### src/logic/buzzer_consts.vh
// constants for the buzzer tone, burst and envelope generator
`ifndef BUZZER_CONSTS_VH
`define BUZZER_CONSTS_VH

// register byte addresses
`define BZ_CTRL_ADDR 16'hFF54
`define BZ_TONE_ADDR 16'hFF55

// buzzer_control field positions
`define BZ_ABORT_BIT 6
`define BZ_TRIG_BIT  5
`define BZ_LEN_BIT   4
`define BZ_DECAY_BIT 3
`define BZ_ERST_BIT  2
`define BZ_EEN_BIT   1
`define BZ_TON_BIT   0

// buzzer_tone_select field positions
`define BZ_DUTY_LSB 4
`define BZ_FREQ_LSB 0

// reset values
`define BZ_CTRL_RESET 8'h00
`define BZ_TONE_RESET 8'h00

// clock and times in their own units
`define BZ_CLK_HZ          100000000
`define BZ_BASE_FREQ_HZ    4096
`define BZ_BURST_LONG_US   125000
`define BZ_BURST_SHORT_US  31250
`define BZ_DECAY_LONG_MS   1000
`define BZ_DECAY_SHORT_MS  500

// derived cycle counts
`define BZ_BASE_PERIOD_CYC (`BZ_CLK_HZ / `BZ_BASE_FREQ_HZ)
`define BZ_BURST_LONG_CYC  ((`BZ_CLK_HZ / 1000000) * `BZ_BURST_LONG_US)
`define BZ_BURST_SHORT_CYC ((`BZ_CLK_HZ / 1000000) * `BZ_BURST_SHORT_US)
`define BZ_DECAY_LONG_CYC  ((`BZ_CLK_HZ / 1000) * `BZ_DECAY_LONG_MS)
`define BZ_DECAY_SHORT_CYC ((`BZ_CLK_HZ / 1000) * `BZ_DECAY_SHORT_MS)

// envelope has this many attenuation steps, duty is in sixteenths
`define BZ_ENV_STEPS_LOG2 4
`define BZ_ENV_MAX        4'hF
`define BZ_DUTY_DEN_LOG2  4

`endif

### src/logic/buzzer_tone_oneshot_envelope.v
// buzzer tone generator with one-shot burst and decaying envelope
//
// What this block does
// - writing one to burst_abort stops a running burst at once, zero does nothing, it reads zero.
// - writing one to burst_trigger starts a timed burst and the bit reads one while it runs.
// - burst_length_select picks 125 msec when one and 31.25 msec when zero, cleared at reset.
// - decay_time_select picks a 1 sec envelope decay when one and 0.5 sec when zero.
// - writing one to envelope_restart returns the envelope to full level and the bit reads zero.
// - envelope_enable turns envelope attenuation on when one and off when zero.
// - envelope_enable is forced to zero while a burst is output so bursts never decay.
// - tone_enable drives the tone continuously when one; when zero the output is low unless a burst is running.
// - a three-bit freq_select field picks the tone frequency, code 000 giving 4096 Hz.

`timescale 1ns/10ps
`default_nettype none

`include "buzzer_consts.vh"

module buzzer_tone_oneshot_envelope #(
  parameter        ADDR_W          = 16,
  parameter [31:0] BASE_PERIOD_CYC = `BZ_BASE_PERIOD_CYC,
  parameter [31:0] BURST_LONG_CYC  = `BZ_BURST_LONG_CYC,
  parameter [31:0] BURST_SHORT_CYC = `BZ_BURST_SHORT_CYC,
  parameter [31:0] DECAY_LONG_CYC  = `BZ_DECAY_LONG_CYC,
  parameter [31:0] DECAY_SHORT_CYC = `BZ_DECAY_SHORT_CYC
) (
  input  wire              clk_in,
  input  wire              rst_in,
  input  wire [ADDR_W-1:0] addr_in,
  input  wire [7:0]        wdata_in,
  input  wire              wr_in,
  input  wire              rd_in,
  output reg  [7:0]        rdata_out,
  output reg               buzzer_out
);

  // tone period for a frequency code: the base period times (code + 1)
  function [31:0] tone_period;
    input [2:0] code;
    begin
      tone_period = BASE_PERIOD_CYC * ({29'h0, code} + 32'h1);
    end
  endfunction

  // high time: duty code 0 is half the period, each step takes one sixteenth off;
  // with envelope on, the high time shrinks by level sixteenths
  function [31:0] high_time;
    input [31:0] period;
    input [2:0]  duty;
    input [3:0]  level;
    input        atten;
    reg   [31:0] base;
    reg   [31:0] keep;
    begin
      base = (period * (32'h8 - {29'h0, duty})) >> `BZ_DUTY_DEN_LOG2;
      keep = atten ? (32'h10 - {28'h0, level}) : 32'h10;
      high_time = (base * keep) >> `BZ_ENV_STEPS_LOG2;
    end
  endfunction

  // register decode
  wire ctrl_sel;
  wire tone_sel;
  wire ctrl_wr;
  wire tone_wr;

  assign ctrl_sel = (addr_in == `BZ_CTRL_ADDR);
  assign tone_sel = (addr_in == `BZ_TONE_ADDR);
  assign ctrl_wr  = wr_in & ctrl_sel;
  assign tone_wr  = wr_in & tone_sel;

  wire abort_wr;
  wire trig_wr;
  wire restart_wr;

  assign abort_wr   = ctrl_wr & wdata_in[`BZ_ABORT_BIT];
  assign trig_wr    = ctrl_wr & wdata_in[`BZ_TRIG_BIT];
  assign restart_wr = ctrl_wr & wdata_in[`BZ_ERST_BIT];

  // reset images of both bytes, so each field takes its reset bit from one place
  wire [7:0] ctrl_reset;
  wire [7:0] tone_reset;

  assign ctrl_reset = `BZ_CTRL_RESET;
  assign tone_reset = `BZ_TONE_RESET;

  // control state
  reg        len_reg;
  reg        decay_reg;
  reg        env_en_reg;
  reg        tone_en_reg;
  reg        busy_reg;
  reg        busy_next;
  reg [2:0]  duty_reg;
  reg [2:0]  freq_reg;
  reg [31:0] burst_cnt_reg;
  reg [31:0] burst_cnt_next;

  // envelope state
  reg [3:0]  level_reg;
  reg [31:0] step_cnt_reg;
  wire [31:0] step_cyc;

  // tone state
  reg [31:0] phase_reg;
  wire [31:0] period_cyc;
  wire [31:0] high_cyc;
  wire        sound_on;

  // burst length in cycles for the length select bit carried by a trigger write
  function [31:0] burst_length;
    input sel;
    begin
      burst_length = sel ? BURST_LONG_CYC : BURST_SHORT_CYC;
    end
  endfunction

  // burst states; the state bit itself is the busy flag that software reads back
  localparam BURST_IDLE = 1'b0;
  localparam BURST_RUN  = 1'b1;

  // burst sequencing; abort wins over a trigger in the same write
  always @* begin
    busy_next      = busy_reg;
    burst_cnt_next = burst_cnt_reg;
    case (busy_reg)
      BURST_IDLE: begin
        if (abort_wr) begin
          busy_next      = BURST_IDLE;
          burst_cnt_next = 32'h0;
        end else if (trig_wr) begin
          busy_next      = BURST_RUN;
          burst_cnt_next = burst_length(wdata_in[`BZ_LEN_BIT]);
        end
      end
      BURST_RUN: begin
        if (abort_wr) begin
          busy_next      = BURST_IDLE;
          burst_cnt_next = 32'h0;
        end else if (trig_wr) begin
          burst_cnt_next = burst_length(wdata_in[`BZ_LEN_BIT]);
        end else if (burst_cnt_reg <= 32'h1) begin
          busy_next      = BURST_IDLE;
          burst_cnt_next = 32'h0;
        end else begin
          burst_cnt_next = burst_cnt_reg - 32'h1;
        end
      end
      default: begin
        busy_next      = BURST_IDLE;
        burst_cnt_next = 32'h0;
      end
    endcase
  end

  always @(posedge clk_in) begin
    if (rst_in) begin
      busy_reg      <= 1'b0;
      burst_cnt_reg <= 32'h0;
    end else begin
      busy_reg      <= busy_next;
      burst_cnt_reg <= burst_cnt_next;
    end
  end

  // read/write control bits
  always @(posedge clk_in) begin
    if (rst_in) begin
      len_reg     <= ctrl_reset[`BZ_LEN_BIT];
      decay_reg   <= ctrl_reset[`BZ_DECAY_BIT];
      tone_en_reg <= ctrl_reset[`BZ_TON_BIT];
    end else if (ctrl_wr) begin
      len_reg     <= wdata_in[`BZ_LEN_BIT];
      decay_reg   <= wdata_in[`BZ_DECAY_BIT];
      tone_en_reg <= wdata_in[`BZ_TON_BIT];
    end
  end

  // envelope enable; the burst override wins over any write
  always @(posedge clk_in) begin
    if (rst_in) begin
      env_en_reg <= ctrl_reset[`BZ_EEN_BIT];
    end else if (busy_next) begin
      env_en_reg <= 1'b0;
    end else if (ctrl_wr) begin
      env_en_reg <= wdata_in[`BZ_EEN_BIT];
    end
  end

  // tone select byte; bit 7 and bit 3 are not stored
  always @(posedge clk_in) begin
    if (rst_in) begin
      duty_reg <= tone_reset[`BZ_DUTY_LSB +: 3];
      freq_reg <= tone_reset[`BZ_FREQ_LSB +: 3];
    end else if (tone_wr) begin
      duty_reg <= wdata_in[`BZ_DUTY_LSB +: 3];
      freq_reg <= wdata_in[`BZ_FREQ_LSB +: 3];
    end
  end

  assign step_cyc = (decay_reg ? DECAY_LONG_CYC : DECAY_SHORT_CYC) >> `BZ_ENV_STEPS_LOG2;

  // envelope divider: a one-cycle step pulse every step_cyc cycles of enabled decay;
  // the count pauses with the envelope off so that re-enabling continues the decay
  reg step_tick_reg;

  always @(posedge clk_in) begin
    if (rst_in) begin
      step_cnt_reg  <= 32'h0;
      step_tick_reg <= 1'b0;
    end else if (restart_wr || !env_en_reg) begin
      step_cnt_reg  <= restart_wr ? 32'h0 : step_cnt_reg;
      step_tick_reg <= 1'b0;
    end else if (step_cnt_reg + 32'h1 >= step_cyc) begin
      step_cnt_reg  <= 32'h0;
      step_tick_reg <= 1'b1;
    end else begin
      step_cnt_reg  <= step_cnt_reg + 32'h1;
      step_tick_reg <= 1'b0;
    end
  end

  // envelope level climbs one step per pulse and then holds at the floor
  always @(posedge clk_in) begin
    if (rst_in) begin
      level_reg <= 4'h0;
    end else if (restart_wr) begin
      level_reg <= 4'h0;
    end else if (step_tick_reg && env_en_reg && (level_reg != `BZ_ENV_MAX)) begin
      level_reg <= level_reg + 4'h1;
    end
  end

  assign period_cyc = tone_period(freq_reg);
  assign high_cyc   = high_time(period_cyc, duty_reg, level_reg, env_en_reg);
  // tone on when enabled or bursting
  assign sound_on   = tone_en_reg | busy_reg;

  reg [31:0] phase_next;

  // phase restarts from zero whenever the tone starts, so the first cycle is whole
  always @* begin
    phase_next = phase_reg + 32'h1;
    if (!sound_on) begin
      phase_next = 32'h0;
    end else if (phase_reg + 32'h1 >= period_cyc) begin
      phase_next = 32'h0;
    end
  end

  always @(posedge clk_in) begin
    if (rst_in) begin
      phase_reg <= 32'h0;
    end else begin
      phase_reg <= phase_next;
    end
  end

  always @(posedge clk_in) begin
    if (rst_in) begin
      buzzer_out <= 1'b0;
    end else begin
      buzzer_out <= sound_on & (phase_reg < high_cyc);
    end
  end

  // read images; unused and write-only positions stay zero
  function [7:0] ctrl_image;
    input busy;
    input len;
    input decay;
    input env_en;
    input tone_en;
    begin
      ctrl_image                = 8'h00;
      ctrl_image[`BZ_TRIG_BIT]  = busy;
      ctrl_image[`BZ_LEN_BIT]   = len;
      ctrl_image[`BZ_DECAY_BIT] = decay;
      ctrl_image[`BZ_EEN_BIT]   = env_en;
      ctrl_image[`BZ_TON_BIT]   = tone_en;
    end
  endfunction

  function [7:0] tone_image;
    input [2:0] duty;
    input [2:0] freq;
    begin
      tone_image                    = 8'h00;
      tone_image[`BZ_DUTY_LSB +: 3] = duty;
      tone_image[`BZ_FREQ_LSB +: 3] = freq;
    end
  endfunction

  reg [7:0] rdata_next;

  // read data stands one cycle after the strobe and is zero otherwise
  always @* begin
    rdata_next = 8'h00;
    if (rd_in && ctrl_sel) begin
      rdata_next = ctrl_image(busy_reg, len_reg, decay_reg, env_en_reg, tone_en_reg);
    end else if (rd_in && tone_sel) begin
      rdata_next = tone_image(duty_reg, freq_reg);
    end
  end

  always @(posedge clk_in) begin
    if (rst_in) begin
      rdata_out <= 8'h00;
    end else begin
      rdata_out <= rdata_next;
    end
  end

endmodule

`default_nettype wire

### config.mk
export PLATFORM = sky130hd
export DESIGN_NAME = buzzer_tone_oneshot_envelope
export DESIGN_NICKNAME = d
export VERILOG_FILES = /design/src/logic/buzzer_tone_oneshot_envelope.v
export VERILOG_INCLUDE_DIRS = /design/src /design/src/logic
export SDC_FILE = /design/constraint.sdc
export NUM_CORES = 1
export LEC_CHECK = 0
export BUFFER_PORTS_ARGS = -buffer_cell sky130_fd_sc_hd__buf_2
export CAP_MARGIN = 25
export CORE_MARGIN = 10
export CORE_UTILIZATION = 60
export DETAILED_ROUTE_END_ITERATION = 10
export PLACE_DENSITY = 0.77
export SYNTH_ARGS = -nofsm -noshare
export SYNTH_HDL_FRONTEND = slang
export SYNTH_SLANG_ARGS = --single-unit
### constraint.sdc
create_clock -name clk_in -period 21.6 [get_ports clk_in]
set_clock_uncertainty 0.1 [all_clocks]
set_input_delay 3.24 -clock clk_in [delete_from_list [all_inputs] [get_ports clk_in]]
set_output_delay 3.24 -clock clk_in [all_outputs]
set_load 0.005 [all_outputs]
==> flow_summary_export.csv, run 1 <==
group,metric,value,unit
status,status,"completed",
worst_hold_path,hold_class,"reg -> reg",
pwr,p_seq_share,41.2,%
setup_path,worst_ep_required_time,21860,ps
synthesis,ys.flop_type,"dfxtp_1",
grt,track_usage,22.18,%
setup_path,startpoint_type,"flip-flop",
clock_tree,postCtsHoldBufs,0,
pwr,p_per_area,31.59,nW/um^2
grt,grt_pass1_wl,62950,microns
grt,grt_overflow_total,0,
finish,drive_above_1_share,6.636,%
grt,antenna_found_initial,0,
detailed_routing,drtPass1Iterations,5,
setup_path,crit_fanout,15,
finish,final_cell_mix,"ha_1, inv_1, nor2_1, nand2_1, dfxtp_1",
die,core_area,26280,sq um
synthesis,ys_ff_latch,120,
setup_path,slowest_delay,780,ps
clock_tree,cts_sinks,120,
timing,final.hold.worst_slack,355.5,ps
finish,synthToLayoutAreaGrowth,6.834,%
clock_tree,htree_levels,4,
clock_tree,cts_resized,0,
pwr,power_frac_comb,2.1,%
clock_tree,root_buffer,"clkbuf_16",
detailed_routing,vias,13500,
place,io_buffers,34,
die,rows,59,
die,start_util,61.45,%
synthesis,avgSynthCellArea,8.402,sq um
synthesis,ys_warn_count,0,
finish,final_common_cell,"ha_1",
pwr,total_power,0.5450,mW
synthesis,synth_edf_count,0,
detailed_routing,dr.first_iter.drc_count,991,
timing,final_hold_viol_count,0,
setup_path,crit_path_top_delay_cell,"dfxtp_1",
timing,fmax,65.48,MHz
synthesis,async_flop_share,0,%
pwr,cellLeakagePower,8.998,nW
pwr,clkPwrFrac,56.7,%
pwr,p_sw_share,21.98,%
detailed_routing,drc,0,
grt,grt_pass1_vias,13240,
die,ioPinCount,37,
timing,period_share,70.71,%
clock_tree,cts_tree,"yes",
clock_tree,numCtsBuffers,17,
setup_path,cp_data_arrival_time,15530,ps
timing,setup_viol_count_final,0,
job,maxCapViolCount,0,
timing,layout_min_cycle_time,15270,ps
setup_path,crit_path_end_kind,"flip-flop",
synthesis,syn_inst,1922,
clock_tree,cts_setup_buffers,0,
detailed_routing,drt_wl_total,36990,microns
place,gp_congestion,0.9280,
finish,num_antenna_cells,0,
synthesis,synth_area,16150,sq um
detailed_routing,drt-wirelength-per-cell,16.12,microns
finish,fill_cells,2236,
synthesis,yosysUniqueCellTypes,83,
place,hpwl,29560,microns
setup_path,cp_top_family,"adder cells",
clock_tree,path_clk_slew,60,ps
pwr,p_sw,0.1198,mW
clock_tree,insertion_delay,430,ps
die,dieArea,33880,sq um
grt,grt_max_degree,50,
synthesis,post-synth-top-area-cell,"ha_1",
finish,multi_input_area,12610,sq um
detailed_routing,vias_per_cell,5.884,
synthesis,ys_top_cells_by_area,"ha_1, dfxtp_1, fa_1",
die,die_h,184.1,microns
die,die_w,184.1,microns
finish,final_nets,2408,
pwr,intPower,0.4252,mW
timing,setup_tns,0,ps
setup_path,cp_num_buf_inv,12,
synthesis,ys_seq_area_share,14.88,%
timing,rsz0062_at_grt,"no",
synthesis,synth_top_area_share,25.95,%
timing,tightest_slew,825.1,ps
pwr,ir_drop,0.07197,mV
setup_path,path_class,"reg -> reg",
timing,slew_violations,0,
clock_tree,clk_path_buf_depth,2,
detailed_routing,ant_nets,0,
timing,relSlewSlack,44.41,%
finish,ff_latch_area,2402,sq um
## power by group through the flow
stage | Sequential, mW | Clock [mW] | Combinational, mW
after floorplan | 0.229 | 0 | 0.00685
after global placement | 0.229 | 0 | 0.0112
after detailed placement | 0.229 | 0 | 0.0115
after CTS | 0.224 | 0.312 | 0.0115
after global routing | 0.225 | 0.321 | 0.0130
final | 0.224 | 0.309 | 0.0116
## layout make-up
cell class | count | share of cell area (%)
Inverter | 255 | 5.548
Sequential cell | 120 | 13.92
Timing Repair Buffer | 42 | 1.334
Clock buffer | 20 | 2.589
Clock inverter | 12 | 1.102
Multi-Input combinational cell | 1510 | 73.07
Tap cell | 335 | 2.429
## through the flow
stage          cell area (sq um)  instances  util [%]  setup WS (ps)
2_1_floorplan              16200       1935         -           7848
3_3_place_gp               16600       2260     63.17           6687
3_5_place_dp               16620       2262     63.23           6453
4_1_cts                    17250       2294     65.65           6407
5_1_grt                    17250       2294     65.65           5473
6_report                   17250       2294     65.65           6327
## cells in the mapped netlist, types with 5 or more instances
master,count
mux2i_1,13
nand4_1,25
a21o_1,42
or3_1,22
a211oi_1,15
xnor2_1,68
nand2_1,127
nor2b_1,24
nor4_1,19
o21a_1,8
nor2_1,177
fa_1,99
clkbuf_1,38
o21bai_1,8
inv_1,254
o21ai_0,53
and3_1,27
a41oi_1,5
nand2b_1,19
ha_1,335
nand3_1,50
and2_1,26
a32oi_1,8
a21oi_1,83
or2_2,22
a31oi_1,30
xor2_1,37
nor3_1,38
and4_1,8
dfxtp_1,120
nor2b_2,8
a311oi_1,9
o31ai_1,10
o211ai_1,7
buf_2,5
## worst min-delay path: stages, from the launching register on
cell and delay, ps:
dfxtp_1 310, nand2_1 50, a21oi_1 50
## cells by family (layout without fill, tap and decap cells)
family | after synthesis | after routing | synth area share [%]
other | 1 | 14 | 0.02322
AND/OR/NAND/NOR | 626 | 626 | 20.04
buffers and inverters | 305 | 329 | 7.360
adder cells (fa/ha/maj) | 434 | 434 | 38.23
multiplexers | 15 | 15 | 0.9452
AO/OA/AOI/OAI | 316 | 316 | 12.84
XOR/XNOR | 105 | 105 | 5.695
flip-flops | 120 | 120 | 14.88
## worst paths after layout
kind	start	to	slack, ps	cells after the start
worst max-delay path	freq_reg[0]$_SDFFE_PP0P_	buzzer_out$_SDFF_PP0_	6330	60
worst max register to register	freq_reg[0]$_SDFFE_PP0P_	buzzer_out$_SDFF_PP0_	6330	60
worst min-delay path	len_reg$_SDFFE_PP0P_	len_reg$_SDFFE_PP0P_	360	2
worst min register to register	len_reg$_SDFFE_PP0P_	len_reg$_SDFFE_PP0P_	360	2
## per-layer routing
layer	track usage (%)	vias up	wire length, microns
li1	-	6657	-
met4	6.227	0	668
met1	28.13	6455	16820
met5	0	-	0
met3	2.885	58	1459
met2	38.51	327	18040
No activity file was read; power rests on OpenSTA's default activity.
==> run 2, diff against run 1 <==
--- a/config.mk
+++ b/config.mk
@@ -9,9 +9,9 @@
 export BUFFER_PORTS_ARGS = -buffer_cell sky130_fd_sc_hd__buf_2
 export CAP_MARGIN = 25
 export CORE_MARGIN = 10
-export CORE_UTILIZATION = 60
+export CORE_UTILIZATION = 59
 export DETAILED_ROUTE_END_ITERATION = 10
-export PLACE_DENSITY = 0.77
+export PLACE_DENSITY = 0.79
 export SYNTH_ARGS = -nofsm -noshare
 export SYNTH_HDL_FRONTEND = slang
 export SYNTH_SLANG_ARGS = --single-unit
==> constraint.sdc (replaced) <==
create_clock -name clk_in -period 13.7 [get_ports clk_in]
set_clock_uncertainty 0.1 [all_clocks]
set_input_delay 2.055 -clock clk_in [delete_from_list [all_inputs] [get_ports clk_in]]
set_output_delay 2.055 -clock clk_in [all_outputs]
set_load 0.005 [all_outputs]
==> run 2 against run 1 <==
Cell count up 3.1%. Setup slack worse by 5900 ps. Hold slack worse by 3.1 ps. Sequential cell count unchanged. Fmax up 15%. Via count up 3.2%. Register-to-register slack worse by 5900 ps. Clock power up 50%. Sequential share of layout area down 0.65 points. Final area up 5.4%. Largest cell class unchanged.
==> flow_summary_export.csv, run 2 (synthesis gave the netlist of run 1 again) <==
group,metric,value,unit
setup_path,cp_num_buf_inv,10,
status,status,"completed",
timing,fmax,75.56,MHz
finish,num_antenna_cells,0,
clock_tree,insertion_delay,430,ps
timing,period_share,96.60,%
pwr,p_per_area,45.91,nW/um^2
timing,tightest_slew,988.1,ps
grt,grt_pass1_vias,14060,
detailed_routing,wl_met3,1956,microns
clock_tree,htree_levels,4,
detailed_routing,drc,0,
grt,antenna_found_initial,0,
setup_path,startpoint_type,"flip-flop",
die,ioPinCount,37,
finish,final_nets,2474,
setup_path,path_class,"reg -> reg",
pwr,ir_drop,0.08089,mV
job,maxCapViolCount,0,
detailed_routing,met2_length,19550,microns
clock_tree,clk_path_buf_depth,2,
clock_tree,path_clk_slew,60,ps
grt,grt_pass1_wl,64870,microns
timing,relSlewSlack,33.43,%
setup_path,slowest_delay,560,ps
setup_path,cp_data_arrival_time,13450,ps
grt,grt_overflow_total,0,
timing,final_hold_viol_count,0,
timing,slew_violations,0,
finish,drive_above_1_share,12.89,%
pwr,total_power,0.8348,mW
timing,setup_viol_count_final,0,
die,die_h,185.4,microns
setup_path,worst_ep_required_time,13910,ps
place,io_buffers,34,
die,core_area,26950,sq um
setup_path,cp_top_family,"adder cells",
grt,grt_max_degree,50,
setup_path,crit_fanout,5,
place,dp.cells,2321,
detailed_routing,drt-wirelength-per-cell,16.64,microns
clock_tree,numCtsBuffers,17,
detailed_routing,drt_wl_total,39370,microns
clock_tree,cts_tree,"yes",
detailed_routing,dr.max_layer_used,"met4",
setup_path,critPathMostFrequentCell,"inv_1",
detailed_routing,drtPass1Iterations,6,
grt,track_usage,22.82,%
finish,synthToLayoutAreaGrowth,12.58,%
finish,fill_cells,2073,
clock_tree,postCtsHoldBufs,0,
detailed_routing,vias,13930,
clock_tree,root_buffer,"clkbuf_16",
clock_tree,cts_sinks,120,
place,gp_congestion,0.9347,
die,rows,60,
die,start_util,59.92,%
detailed_routing,dr.first_iter.drc_count,848,
die,dieArea,34390,sq um
detailed_routing,vias_per_cell,5.888,
pwr,cellLeakagePower,9.372,nW
die,die_w,185.4,microns
detailed_routing,m1WireLength,16580,microns
finish,final_common_cell,"ha_1",
finish,fin_cells,2366,
place,hpwl,30910,microns
timing,layout_min_cycle_time,13230,ps
worst_hold_path,hold_class,"reg -> reg",
finish,final_cell_mix,"ha_1, inv_1, nor2_1, nand2_1, dfxtp_1",
setup_path,crit_path_top_delay_cell,"fa_1",
setup_path,crit_path_end_kind,"flip-flop",
detailed_routing,ant_nets,0,
==> run 2: layer usage <==
layer / vias up / GRT usage [%]
met5: - / 0
met2: 416 / 40.61
li1: 6788 / -
met4: 0 / 8.940
met1: 6630 / 26.69
met3: 98 / 3.703
==> run 2: repair_timing <==
item,in CTS,in global routing
endpoints found under the setup margin,1,1
pin swaps,2,37
gates resized for setup,16,73
setup buffers,0,13
==> run 2: path summary, 6_finish.rpt <==
kind         slack [ps]                      from                    end  depth (start not counted)
max                 470  freq_reg[1]$_SDFFE_PP0P_  buzzer_out$_SDFF_PP0_                         58
min                 350      len_reg$_SDFFE_PP0P_   len_reg$_SDFFE_PP0P_                          2
max reg2reg         470  freq_reg[1]$_SDFFE_PP0P_  buzzer_out$_SDFF_PP0_                         58
min reg2reg         350      len_reg$_SDFFE_PP0P_   len_reg$_SDFFE_PP0P_                          2
==> run 2: per-stage QoR <==
stage | util, % | setup slack [ps] | TNS [ps] | hold slack, ps | cell area [sq um]
after floorplan | - | 107.9 | 0 | 331.2 | 16200
after CTS | 65.64 | 3.890 | 0 | 350.6 | 17690
after detailed placement | 63.16 | -275.4 | -275.4 | 342.7 | 17020
final | 67.46 | 465.2 | 0 | 352.3 | 18180
after global placement | 63.16 | -59.48 | -59.48 | 340.0 | 17020
after global routing | 67.46 | -203.8 | -203.8 | 400.5 | 18180
==> run 2: final cells by class <==
type,instances,area [sq um],area share (%)
multi-input cells,1510,13060,71.83
flip-flops and latches,120,2414,13.28
inverters,255,957.2,5.265
repair buffers,108,725.7,3.991
clock buffers,21,450.4,2.477
well taps,341,426.7,2.347
clock inverters,11,148.9,0.8189
==> run 2: power breakdown <==
group          internal [mW]  switching, mW  leakage [nW]  total (mW)
Clock                  0.291          0.173         0.283       0.463
Sequential             0.351        0.00268         0.973       0.353
Combinational        0.00728         0.0111          8.12      0.0184
Total                  0.648          0.186          9.37       0.835
==> run 2: worst min-delay path, stage by stage, from the launching register on <==
cell and delay [ps]:
dfxtp_1 310, nand2_1 50, a21oi_1 50
